**config.mk**
```make
export PLATFORM = sky130hd
export DESIGN_NAME = serial_lane_ctrl
export DESIGN_NICKNAME = d
export VERILOG_FILES = /design/src/rtl/serial_lane_ctrl.v
export VERILOG_INCLUDE_DIRS = /design/src /design/src/pkg
export SDC_FILE = /design/constraint.sdc
export NUM_CORES = 1
export LEC_CHECK = 0
export ABC_AREA = 1
export BUFFER_PORTS_ARGS = -buffer_cell sky130_fd_sc_hd__buf_2
export CORE_MARGIN = 2
export CORE_UTILIZATION = 62
export CTS_BUF_LIST = sky130_fd_sc_hd__clkbuf_8
export DETAILED_ROUTE_END_ITERATION = 8
export PLACE_DENSITY_LB_ADDON = 0.3
export REMOVE_ABC_BUFFERS = 1
export SETUP_SLACK_MARGIN = 0.15
export SLEW_MARGIN = 20
export SYNTH_ARGS = -nofsm -noshare
export SYNTH_HDL_FRONTEND = slang
export SYNTH_SLANG_ARGS = --single-unit
export TNS_END_PERCENT = 20
```
**constraint.sdc**
```tcl
create_clock -name ref_clk -period 11 [get_ports ref_clk]
set_input_delay 1.1 -clock ref_clk [delete_from_list [all_inputs] [get_ports ref_clk]]
set_output_delay 1.1 -clock ref_clk [all_outputs]
set_load 0.02 [all_outputs]
```
**src/pkg/serial_lane_defines.vh**
```
// constants for the gigabit serial lane control block
// assumes inclusion by bare name from rtl files
`ifndef SERIAL_LANE_DEFINES_VH
`define SERIAL_LANE_DEFINES_VH

// register word addresses
`define ADDR_COMMON      4'h0
`define ADDR_PLL         4'h1
`define ADDR_DES         4'h2
`define ADDR_MISC        4'h3
`define ADDR_STATUS      4'h4
`define ADDR_LIMIT       4'h5

// common register fields
`define COM_LANE_ENA     0
`define COM_MACRO_SYSTEM_RESET_N    1
`define COM_ELOOP        2
`define COM_FLOOP        3
`define COM_RECO_LOCAL   4
`define COM_RECO_SHARED  5
`define COM_SQL_LOCAL    6
`define COM_SQL_SHARED   7
`define COM_WIDTH        8
`define COM_RESET        8'h00

// pll register: [7:0] control value, [8] calibration enable
`define PLL_CALIB_ENA    8
`define PLL_CTRL_1G25    8'hc8
`define PLL_RESET        9'h000

// deserializer register: [2:0] time constant, [5:3] prop bw, [9:6] phase ctrl
`define DES_TC_LSB       0
`define DES_BW_LSB       3
`define DES_PHS_LSB      6
`define DES_TC_DEFAULT   3'h5
`define DES_TC_MIN       3'h3
`define DES_TC_MAX       3'h7
`define DES_BW_MIN       3'h4
`define DES_BW_MAX       3'h7
`define DES_RESET        10'h0e5

// misc register: [0] lane reset (high holds reset), [1] fiber 100M mode
`define MISC_LANE_RST    0
`define MISC_FX100       1
`define MISC_RESET       2'h1

// calibration timing
`define CALIB_TIME_NS    1000
`define CLK_PERIOD_NS    25
`define CALIB_CYCLES     ((`CALIB_TIME_NS + `CLK_PERIOD_NS - 1) / `CLK_PERIOD_NS)

// fiber oversampling ratio: 1 Gbps over 100 Mbps
`define FX_OVERSAMPLE    10

// frequency offset limits in ppm for prop bw 4..7
`define LIMIT_BW4        16'd1953
`define LIMIT_BW5        16'd977
`define LIMIT_BW6        16'd488
`define LIMIT_BW7        16'd244

// integrator loop constants
`define INT_SCALE_128    128
`define INT_SCALE_32     32

`endif

```
**src/rtl/serial_lane_ctrl.v**
```verilog
// control logic of one gigabit serial lane: reset, pll calibration,
// loopback routing, recovered clock routing and the pi phase regulator.
// assumes a single ref_clk domain and a register port with one-cycle reads;
// serial data are modelled as parallel 10-bit words at the word rate.
`timescale 1ns/1ps
`default_nettype none
`include "serial_lane_defines.vh"

// Behaviour
// - lane carries 1 Gbps words, fiber mode oversamples the received stream
// - lane works only while software sets the lane enable bit
// - lane stays reset until macro reset and lane reset both released
// - reset low with calibration off, then both high starts calibration
// - equipment loop feeds serializer into deserializer, transmit still visible
// - facility loop retransmits received data words
// - recovered clock drives local and shared outputs per their selects
// - auto-squelch hides recovered clock while pcs sees no valid data
// - pi loop, integrator clamped by phase control below proportional
// - integrator time constant accepts 3 to 7, smaller is faster
// - integrator step period scales as 16*2^(tc+1-bw) word periods, the 128*32 factor scaled to 16
// - integrator settles, toggling between two adjacent values
// - proportional bandwidth field sets proportional gain, lowest fastest
// - offset limits 1953, 977, 488, 244 ppm for settings 4 to 7
module serial_lane_ctrl #(
	parameter CALIB_CYCLES = `CALIB_CYCLES,
	parameter WORD_W       = 10
) (
	input  wire              ref_clk,
	input  wire              rst_n,
	input  wire [3:0]        reg_addr,
	input  wire [31:0]       reg_wdata,
	input  wire              reg_wr,
	input  wire              reg_rd,
	output reg  [31:0]       reg_rdata,
	input  wire [WORD_W-1:0] tx_word,
	input  wire [WORD_W-1:0] rx_serial_word,
	input  wire              rx_edge_early,
	input  wire              rx_edge_late,
	input  wire              pcs_data_valid,
	input  wire              rx_clk_in,
	output reg  [WORD_W-1:0] tx_serial_word,
	output reg  [WORD_W-1:0] rx_word,
	output reg               rx_word_valid,
	output wire              reco_clk_local,
	output wire              reco_clk_shared,
	output wire              reco_clk_shared_oe,
	output reg  [7:0]        pll_ctrl_value,
	output reg               pll_calib_start,
	output reg  [7:0]        phase_step,
	output wire              lane_active
);

	localparam ST_RESET = 2'd0;
	localparam ST_CALIB = 2'd1;
	localparam ST_READY = 2'd2;

	reg [`COM_WIDTH-1:0] common_reg;
	reg [8:0]            pll_reg;
	reg [9:0]            des_reg;
	reg [1:0]            misc_reg;
	reg [1:0]            state_reg;
	reg [1:0]            state_next;
	reg [15:0]           calib_cnt_reg;
	reg                  calib_done_reg;
	reg                  prev_armed_reg;
	reg [3:0]            fx_cnt_reg;
	reg signed [15:0]    integ_reg;
	reg [23:0]           int_tick_reg;
	reg                  ppm_limit_hit_reg;

	wire       eloop_on;
	wire       floop_on;
	wire [2:0] tc_field;
	wire [2:0] bw_field;
	wire [3:0] phs_field;
	wire [2:0] tc_eff;
	wire [2:0] bw_eff;
	wire       armed;
	wire       lane_up;
	wire [WORD_W-1:0] des_in;
	wire [7:0]        prop_step;
	wire [3:0]        integ_lim;
	wire [4:0]        int_shift;
	wire signed [15:0] lim_pos;

	// clamp a 3-bit field into its allowed window
	function [2:0] clamp3;
		input [2:0] v;
		input [2:0] lo;
		input [2:0] hi;
		begin
			if (v < lo)
				clamp3 = lo;
			else if (v > hi)
				clamp3 = hi;
			else
				clamp3 = v;
		end
	endfunction

	// ppm limit per proportional bandwidth setting
	function [15:0] bw_limit;
		input [2:0] bw;
		begin
			case (bw)
				3'h4:    bw_limit = `LIMIT_BW4;
				3'h5:    bw_limit = `LIMIT_BW5;
				3'h6:    bw_limit = `LIMIT_BW6;
				default: bw_limit = `LIMIT_BW7;
			endcase
		end
	endfunction

	assign tc_field  = des_reg[`DES_TC_LSB +: 3];
	assign bw_field  = des_reg[`DES_BW_LSB +: 3];
	assign phs_field = des_reg[`DES_PHS_LSB +: 4];
	// time constant window
	// values outside the window clamp rather than wrap, so a bad write stays safe
	assign tc_eff = clamp3(tc_field, `DES_TC_MIN, `DES_TC_MAX);
	// only settings 4 to 7 apply
	assign bw_eff = clamp3(bw_field, `DES_BW_MIN, `DES_BW_MAX);

	// proportional step halves for each bandwidth setting above 4
	assign prop_step = 8'h40 >> (bw_eff - `DES_BW_MIN);
	// integrator limit capped below the proportional step, so the
	// proportional part stays stronger whatever phase control asks for;
	// with bandwidth 7 this caps the limit at 7
	assign integ_lim = ({4'h0, phs_field} < prop_step) ? phs_field : prop_step[3:0] - 4'h1;
	assign lim_pos   = $signed({12'h000, integ_lim});
	// period exponent widened so time constant 7 with bandwidth 4 cannot wrap
	assign int_shift = {2'b00, tc_eff} + 5'd5 - {2'b00, bw_eff};

	// equipment loop wins when both are set
	assign eloop_on = common_reg[`COM_ELOOP];
	assign floop_on = common_reg[`COM_FLOOP] & ~common_reg[`COM_ELOOP];

	// both resets released; lane enable and the ready state join in lane_up
	assign armed = common_reg[`COM_MACRO_SYSTEM_RESET_N] & ~misc_reg[`MISC_LANE_RST];
	assign lane_up     = common_reg[`COM_LANE_ENA] & armed & (state_reg == ST_READY);
	assign lane_active = lane_up;

	// register writes
	// status and limit words are read-only; writes to them fall through to default
	always @(posedge ref_clk) begin
		if (!rst_n) begin
			common_reg <= `COM_RESET;
			pll_reg    <= `PLL_RESET;
			des_reg    <= `DES_RESET;
			misc_reg   <= `MISC_RESET;
		end else if (reg_wr) begin
			case (reg_addr)
				`ADDR_COMMON: common_reg <= reg_wdata[`COM_WIDTH-1:0];
				`ADDR_PLL:    pll_reg    <= reg_wdata[8:0];
				`ADDR_DES:    des_reg    <= reg_wdata[9:0];
				`ADDR_MISC:   misc_reg   <= reg_wdata[1:0];
				default:      ;
			endcase
		end
	end

	// register reads, data one cycle after the strobe; unmapped reads zero
	always @(posedge ref_clk) begin
		if (!rst_n) begin
			reg_rdata <= 32'h0000_0000;
		end else if (reg_rd) begin
			case (reg_addr)
				`ADDR_COMMON: reg_rdata <= {24'h000000, common_reg};
				`ADDR_PLL:    reg_rdata <= {23'h0, pll_reg};
				`ADDR_DES:    reg_rdata <= {22'h0, des_reg};
				`ADDR_MISC:   reg_rdata <= {30'h0, misc_reg};
				`ADDR_STATUS: reg_rdata <= {integ_reg, 11'h000, ppm_limit_hit_reg,
					lane_up, calib_done_reg, state_reg};
				`ADDR_LIMIT:  reg_rdata <= {16'h0000, bw_limit(bw_eff)};
				default:      reg_rdata <= 32'h0000_0000;
			endcase
		end else begin
			reg_rdata <= 32'h0000_0000;
		end
	end

	// start-up sequencer next state
	always @* begin
		state_next = state_reg;
		case (state_reg)
			ST_RESET: begin
				// calibration starts when armed and calib enable first become both high
				if (armed && pll_reg[`PLL_CALIB_ENA] && !prev_armed_reg)
					state_next = ST_CALIB;
			end
			ST_CALIB: begin
				if (!armed || !pll_reg[`PLL_CALIB_ENA])
					state_next = ST_RESET;
				else if (calib_cnt_reg == CALIB_CYCLES[15:0] - 16'd1)
					state_next = ST_READY;
			end
			ST_READY: begin
				if (!armed)
					state_next = ST_RESET;
			end
			default: state_next = ST_RESET;
		endcase
	end

	// sequencer registers; prev_armed needs the reset-low phase first
	// calibration reruns only after armed and enable drop, so rewrites cannot retrigger it
	always @(posedge ref_clk) begin
		if (!rst_n) begin
			state_reg       <= ST_RESET;
			calib_cnt_reg   <= 16'h0000;
			calib_done_reg  <= 1'b0;
			prev_armed_reg  <= 1'b1;
			pll_ctrl_value  <= 8'h00;
			pll_calib_start <= 1'b0;
		end else begin
			state_reg      <= state_next;
			prev_armed_reg <= armed & pll_reg[`PLL_CALIB_ENA];
			// control value latched when calibration starts
			pll_calib_start <= (state_reg == ST_RESET) && (state_next == ST_CALIB);
			if ((state_reg == ST_RESET) && (state_next == ST_CALIB))
				pll_ctrl_value <= pll_reg[7:0];
			calib_cnt_reg  <= (state_reg == ST_CALIB) ? calib_cnt_reg + 16'd1 : 16'h0000;
			calib_done_reg <= (state_next == ST_READY);
		end
	end

	// equipment loop feeds serializer into deserializer
	assign des_in = eloop_on ? tx_word : rx_serial_word;

	// data path with fiber oversampling
	// serializer idles at zero while the lane is down, so the far end sees no stale words
	always @(posedge ref_clk) begin
		if (!rst_n) begin
			tx_serial_word <= {WORD_W{1'b0}};
			rx_word        <= {WORD_W{1'b0}};
			rx_word_valid  <= 1'b0;
			fx_cnt_reg     <= 4'h0;
		end else if (!lane_up) begin
			tx_serial_word <= {WORD_W{1'b0}};
			rx_word_valid  <= 1'b0;
			fx_cnt_reg     <= 4'h0;
		end else begin
			// facility loop retransmits the received word
			tx_serial_word <= floop_on ? rx_serial_word : tx_word;
			// fiber mode keeps one word in ten
			if (misc_reg[`MISC_FX100]) begin
				fx_cnt_reg    <= (fx_cnt_reg == `FX_OVERSAMPLE - 1) ? 4'h0 : fx_cnt_reg + 4'h1;
				rx_word_valid <= (fx_cnt_reg == 4'h0);
			end else begin
				fx_cnt_reg    <= 4'h0;
				rx_word_valid <= 1'b1;
			end
			rx_word <= des_in;
		end
	end

	// recovered clock routing, squelch when pcs invalid
	// gating is a plain and, so a select change can clip one recovered clock pulse
	assign reco_clk_local = rx_clk_in & lane_up & common_reg[`COM_RECO_LOCAL]
		& ~(common_reg[`COM_SQL_LOCAL] & ~pcs_data_valid);
	assign reco_clk_shared = rx_clk_in & lane_up & common_reg[`COM_RECO_SHARED]
		& ~(common_reg[`COM_SQL_SHARED] & ~pcs_data_valid);
	assign reco_clk_shared_oe = lane_up & common_reg[`COM_RECO_SHARED];

	// pi regulator: integrator steps slowly, proportional acts every word
	// the integrator restarts from zero whenever the lane drops, so a relock
	// learns the offset again; cheaper than keeping stale state around
	always @(posedge ref_clk) begin
		if (!rst_n || !lane_up) begin
			integ_reg         <= 16'sd0;
			int_tick_reg      <= 24'h000000;
			phase_step        <= 8'h00;
			ppm_limit_hit_reg <= 1'b0;
		end else begin
			// integrator period 2^(tc+5-bw) words, the 128*32 factor scaled to 16
			if (int_tick_reg >= (24'h000001 << int_shift) - 24'h000001) begin
				int_tick_reg <= 24'h000000;
				// one lsb steps make it toggle at the settled value
				if (rx_edge_early && integ_reg < lim_pos)
					integ_reg <= integ_reg + 16'sd1;
				else if (rx_edge_late && integ_reg > -lim_pos)
					integ_reg <= integ_reg - 16'sd1;
			end else begin
				int_tick_reg <= int_tick_reg + 24'h000001;
			end
			ppm_limit_hit_reg <= (integ_lim != 4'h0) &&
				((integ_reg == lim_pos) || (integ_reg == -lim_pos));
			// proportional gain from bandwidth, lowest value strongest
			phase_step <= integ_reg[7:0]
				+ (rx_edge_early ? prop_step : 8'h00)
				- (rx_edge_late  ? prop_step : 8'h00);
		end
	end

endmodule // serial_lane_ctrl
`default_nettype wire

```
# [Word-level counts from Yosys, hierarchy flattened]
# Cells that the tools add are included.
[totals] register_bits=164 latch_bits=0 ram_bits=0 mem_bits_ro=0 input_bits=64 output_inout_bits=74 wordCells=127 memories=0
[classes] add_sub_neg=13 multipliers=0 div_mod_pow=0 magnitude_cmp=8 n_eq_ne=16 shifts=2 n_mux=19 bitwise=21 n_reduce_logical=29
[ops] operator="$pmux W32 S6" count=1
[ops] operator="$pmux W11 S3" count=1
[ops] operator="$mux W16" count=2
[ops] operator="$add A24 B1 Y24 const B" count=1
[ops] operator="$ge A24 B24 Y1" count=1
[ops] operator="$shl A1 B5 Y24 const A" count=1
[ops] operator="$sub A24 B1 Y24 const B" count=1
[ops] operator="$mux W10" count=2
[ops] operator="$add A16 B1 Y16 const B" count=1
[ops] operator="$add A16 B2 Y16 const B" count=1
[ops] operator="$eq A16 B16 Y1" count=1
[ops] operator="$eq A16 B5 Y1" count=1
[ops] operator="$eq A16 B6 Y1 const B" count=1
[ops] operator="$gt A16 B16 Y1" count=1
[ops] operator="$lt A16 B5 Y1" count=1
[ops] operator="$mux W8" count=2
[ops] operator="$neg A4 Y16" count=1
[ops] operator="$reduce_and A2 Y1" count=8
[ops] operator="$sub A16 B2 Y16 const B" count=1
[ops] operator="$and A1 B1 Y1" count=13
[ops] operator="$mux W3" count=4
[ops] operator="$eq A3 B3 Y1 const B" count=3
[ops] operator="$add A8 B8 Y8" count=1
[ops] operator="$eq A4 B2 Y1 const B" count=2
[ops] operator="other kinds (30)" count=56

# [Logic depth before layout (Yosys ltp)]
[depth] ltp_word=12 ltp_mapped=33 mapped_depth_nobuf=32

# [Worst setup path before layout]
# Ideal clock, no wire load.
[synth_path] path_type="reg2reg" startpoint="register des_reg[5]" endpoint="register integ_reg[10]" setup_ps=115 arrival_ps=4575 t_required_ps=10885 slack_ps=6310 path_stages_with_launch=26 path_buffers=0 synth_period_minus_slack_ps=4690 cell_sequence="dfxtp_1 -> nand2_1 -> nor2_1 -> inv_1 -> ha_1 -> a21oi_1 -> nand2_1 -> nand2_1 -> inv_1 -> nor2_1 -> inv_1 -> ha_1 -> nand2_1 -> o21ai_0 -> nor2_1 -> o21ai_0 -> ha_1 -> a21oi_1 -> nand2_1 -> a21boi_0 -> inv_1 -> a21oi_1 -> xor2_1 -> nand3_1 -> nand2_1 -> nor2_1"
[synth_via] elab_chain_cells=12 elab_cells_between_ends=21 cone_classes="5 x add/sub; 6 x order compare; 2 x shift; 4 x mux; 4 x reduce/logical"
[synth_rtl] element="start, declared" line="serial_lane_ctrl.v:59" source="reg [9:0] des_reg;"
[synth_rtl] element="start signal, assigned" line="serial_lane_ctrl.v:148" source="des_reg <= `DES_RESET;"
[synth_rtl] element="start signal, assigned" line="serial_lane_ctrl.v:154" source="`ADDR_DES: des_reg <= reg_wdata[9:0];"
[synth_rtl] element="$gt A3 B3 Y1" line="serial_lane_ctrl.v:94" source="else if (v > hi)"
[synth_rtl] element="$mux W3" line="serial_lane_ctrl.v:94"
[synth_rtl] element="$mux W3 *" line="serial_lane_ctrl.v:92" source="if (v < lo)"
[synth_rtl] element="$sub A3 B3 Y3 (no source line)"
[synth_rtl] element="$shr A7 B3 Y8" line="serial_lane_ctrl.v:124" source="assign prop_step = 8'h40 >> (bw_eff - `DES_BW_MIN);"
[synth_rtl] element="$lt A4 B8 Y1 or $sub A4 B1 Y4 (tied branches)" line="serial_lane_ctrl.v:128" source="assign integ_lim = ({4'h0, phs_field} < prop_step) ? phs_field : prop_step[3:0] - 4'h1;"
[synth_rtl] element="$mux W4" line="serial_lane_ctrl.v:128"
[synth_rtl] element="$neg A4 Y16" line="serial_lane_ctrl.v:280" source="else if (rx_edge_late && integ_reg > -lim_pos)"
[synth_rtl] element="$gt A16 B16 Y1" line="serial_lane_ctrl.v:280"
[synth_rtl] element="$logic_and A1 B1 Y1" line="serial_lane_ctrl.v:280"
[synth_rtl] element="$reduce_bool A2 Y1 (no source line)"
[synth_rtl] element="$reduce_and A2 Y1 (no source line)"
[synth_rtl] element="end signal, assigned" line="serial_lane_ctrl.v:279" source="integ_reg <= integ_reg + 16'sd1;"
[synth_rtl] element="end signal, assigned" line="serial_lane_ctrl.v:281" source="integ_reg <= integ_reg - 16'sd1;"
[synth_rtl] element="end, declared" line="serial_lane_ctrl.v:67" source="reg signed [15:0] integ_reg;"
# Every way passes the cells marked *; elsewhere a longest branch is shown, timed or not.
# A chain may end at the register's enable or synchronous reset.

# [Final worst setup path]
[layout_path] startpoint="register des_reg[2]" endpoint="register int_tick_reg[21]"
[layout_via] elab_chain_cells=9 elab_cells_between_ends=10 cone_classes="3 x add/sub; 3 x order compare; 1 x shift; 2 x mux; 1 x reduce/logical"
[layout_rtl] element="$gt A3 B3 Y1" line="serial_lane_ctrl.v:94"
[layout_rtl] element="$mux W3" line="serial_lane_ctrl.v:94"
[layout_rtl] element="$mux W3 *" line="serial_lane_ctrl.v:92"
[layout_rtl] element="$add A3 B3 Y4 *" line="serial_lane_ctrl.v:131" source="assign int_shift = {2'b00, tc_eff} + 5'd5 - {2'b00, bw_eff};"
[layout_rtl] element="$sub A4 B3 Y5 *" line="serial_lane_ctrl.v:131"
[layout_rtl] element="$shl A1 B5 Y24 *" line="serial_lane_ctrl.v:275" source="if (int_tick_reg >= (24'h000001 << int_shift) - 24'h000001) begin"
[layout_rtl] element="$sub A24 B1 Y24 *" line="serial_lane_ctrl.v:275"
[layout_rtl] element="$ge A24 B24 Y1 *" line="serial_lane_ctrl.v:275"
[layout_rtl] element="$reduce_or A2 Y1 (no source line) *"
[layout_rtl] element="end signal, assigned" line="serial_lane_ctrl.v:283" source="int_tick_reg <= int_tick_reg + 24'h000001;"
[layout_rtl] element="end, declared" line="serial_lane_ctrl.v:68" source="reg [23:0] int_tick_reg;"
# Marked as above.

==> impl_metrics.ini <==
[timing]
final.min_clock_period_ns = 5.62
rsz0062_at_grt = false
timing.max_slew.rel_slack_pct = 32.2
fin_crit_sh_pct = 51.1
setup-tns-final_ns = 0
max_freq_mhz = 178
report.final.slew_viol_count = 0
worst_clock_skew_ns = 0.0144
holdWs_ns = 0.464
worst_slew_pin_slew_ns = 1.02
report.final.hold_viol_count = 0
final-setup-viol-count = 0

[run]
max_cap_viol_count = 0

[floorplan]
die_area_um2 = 16000
initial_cell_density_of_the_core_pct = 63.7
fp.dieH_um = 126
placementRows = 44
die_w_um = 126
boundaryPins = 138
standard_cell_core_area_um2 = 14600

[cells_and_area]
finalNetCount = 1556
most_frequent_cells_in_the_layout = nand2_1 (239), inv_1 (159), dfxtp_1 (159)
mostFrequentLayoutCell = nand2_1
synthToLayoutAreaGrowth_pct = 11.8
drive_above_1_share_pct = 12.4
largest_register_ffs = 27
number_of_antenna_cells_inserted = 0

[power]
power.share.clock_pct = 38.4
swShare_pct = 29.2
p_seq_share_pct = 49.0
power.net_switching_mw = 0.346
comb_power_share_pct = 12.6
power_density_nw_per_um2 = 114
p_int_mw = 0.839
vdd_ir_drop_max_uv = 129
total_leakage_power_nw = 4.76

[synthesis]
synthesis.instances = 1293
synth.top_cells.by_area = dfxtp_1 (34%), ha_1 (11%), nand2_1 (9.6%), a21oi_1 (6.6%), inv_1 (6.4%)
synth_sequential_area_ratio_pct = 34.2
yosys_warnings = 0
count_of_cell_types_in_the_netlist = 48
post-synth-top-area-cell = dfxtp_1
avgSynthCellArea_um2 = 7.19
synth_top_cell_area_share_pct = 34.2
netlist_area_um2 = 9300
ys_ff_latch = 159

[setup_path]
slowest_cell_on_the_critical_path = or2_1
path_class = reg2reg
cp_max_fo = 29
most_frequent_cell_on_the_critical_path = inv_1
max_stage_delay_ns = 0.71
reg2reg_slack_ns = 5.38
critical_path_arrival_ns = 5.95
crit_path_end_kind = flop
startpoint_type = flop
timing.critical_path.required_ns = 11.32
critical_path.top_delay_family = simple AND/OR/NAND/NOR gates
worstPathBufferInverterCount = 7

[status]
status = completed

[worst_hold_path]
worst_hold_path_type = reg2reg

[grt]
grt_use_total_pct = 28.2
antenna_violations_before_repair = 0
globalRouteOverflowTotal = 0
grt_start_max_net_pins = 50
first_global_vias = 8212
first_pass_grt_wire_length_um = 37000

[route]
drt-wirelength-per-cell_um = 14.1
drt_iter0_drc = 775
via_per_inst = 5.59
drtAntennaViolNets = 0
routed_wl_um = 22500
vias = 8937
firstDrtPassIters = 5
drc = 0

[clock_network]
cts_root_buffer = clkbuf_8
clk_lat_worst_skew_ns = 0.48
postcts_resize_cnt = 0
cts_max_path_buffers = 2
cts_max_level = 4
path_clk_slew_ns = 0.10
cts.repair_timing.setup_buffer_count = 0
cts_tree = built
inserted_clock_buffers = 17
holdBufCountCts = 0
tritoncts_num_sinks = 159

[place]
hpwl_um = 16500
place.gp.congestion = 0.915
placement.io_buffers = 110
## Yosys cell counts, drive strengths merged
cell type / instances
a21boi: 1
a2111oi: 1
o21ai: 71
o221ai: 1
nand3: 81
ha: 82
buf: 15
a211oi: 5
nand2: 246
clkbuf: 21
o21a: 2
or3: 1
nor3b: 6
nor3: 47
o2111ai: 1
nand4: 13
dfxtp: 159
and3: 2
a21o: 3
xor2: 27
o211ai: 4
xnor2: 14
a21oi: 123
conb: 2
dlygate4sd1: 1
fa: 9
nor4: 7
a31oi: 11
nor2: 151
o22ai: 9
nand3b: 3
or2: 9
inv: 163
a221oi: 2
## final timing paths
kind                                                  start                          end  cells after the start
worst min-delay path            calib_cnt_reg[0]$_SDFF_PN0_  calib_cnt_reg[0]$_SDFF_PN0_                      1
worst min register to register  calib_cnt_reg[0]$_SDFF_PN0_  calib_cnt_reg[0]$_SDFF_PN0_                      1
worst max register to register      des_reg[2]$_SDFFE_PN1P_  int_tick_reg[21]$_SDFF_PP0_                     29
worst max-delay path                des_reg[2]$_SDFFE_PN1P_  int_tick_reg[21]$_SDFF_PP0_                     29
## stage by stage
| stage | instance area (um^2) | power [mW] | utilization [%] | setup WS [ns] | instances |
|---|---|---|---|---|---|
| after detailed placement | 9980 | 0.739 | 68.4 | 5.46 | 1566 |
| after global routing | 10400 | 1.23 | 71.3 | 4.83 | 1598 |
| after CTS | 10400 | 1.19 | 71.2 | 5.44 | 1598 |
| after floorplan | 9170 | 0.699 | - | 5.85 | 1269 |
| final | 10400 | 1.18 | 71.3 | 5.38 | 1598 |
| after global placement | 9980 | 0.734 | 68.4 | 5.60 | 1566 |
## layer usage
layer | wire length (um) | up-vias | track usage (%) | part of all wire (%)
met5 | 0 | - | 0 | 0
li1 | - | 4466 | - | -
met3 | 1370 | 58 | 5.27 | 6.1
met1 | 9560 | 4082 | 35.1 | 43
met2 | 10900 | 331 | 48.1 | 49
met4 | 573 | 0 | 11.4 | 2.6
## logic make-up after synthesis
family | share of synthesized area [%]
xor gates and xnor gates | 3.94
buffers and inverters | 8.49
AOI/OAI and AO/OA | 13.5
adders and majority gates | 13.0
other | 0.0808
DFF | 34.2
and+or+nand+nor | 26.8
## final cells by class
| class | count | area (um^2) |
|---|---|---|
| clock buffer | 17 | 234 |
| clock inverter | 15 | 175 |
| fill | 1207 | 4190 |
| inverter | 163 | 612 |
| multi-input combinational | 947 | 5390 |
| sequential | 159 | 3180 |
| tap | 184 | 230 |
| timing repair buffer | 113 | 573 |
## power groups by stage
stage               combinational [mW]  clock (mW)  sequential [mW]
floorplan                        0.105           0            0.594
global route                     0.168       0.484            0.581
global placement                 0.140           0            0.594
finish                           0.150       0.454            0.580
detailed placement               0.145           0            0.594
CTS                              0.148       0.461            0.580
No activity file was read; power rests on OpenSTA's default activity.
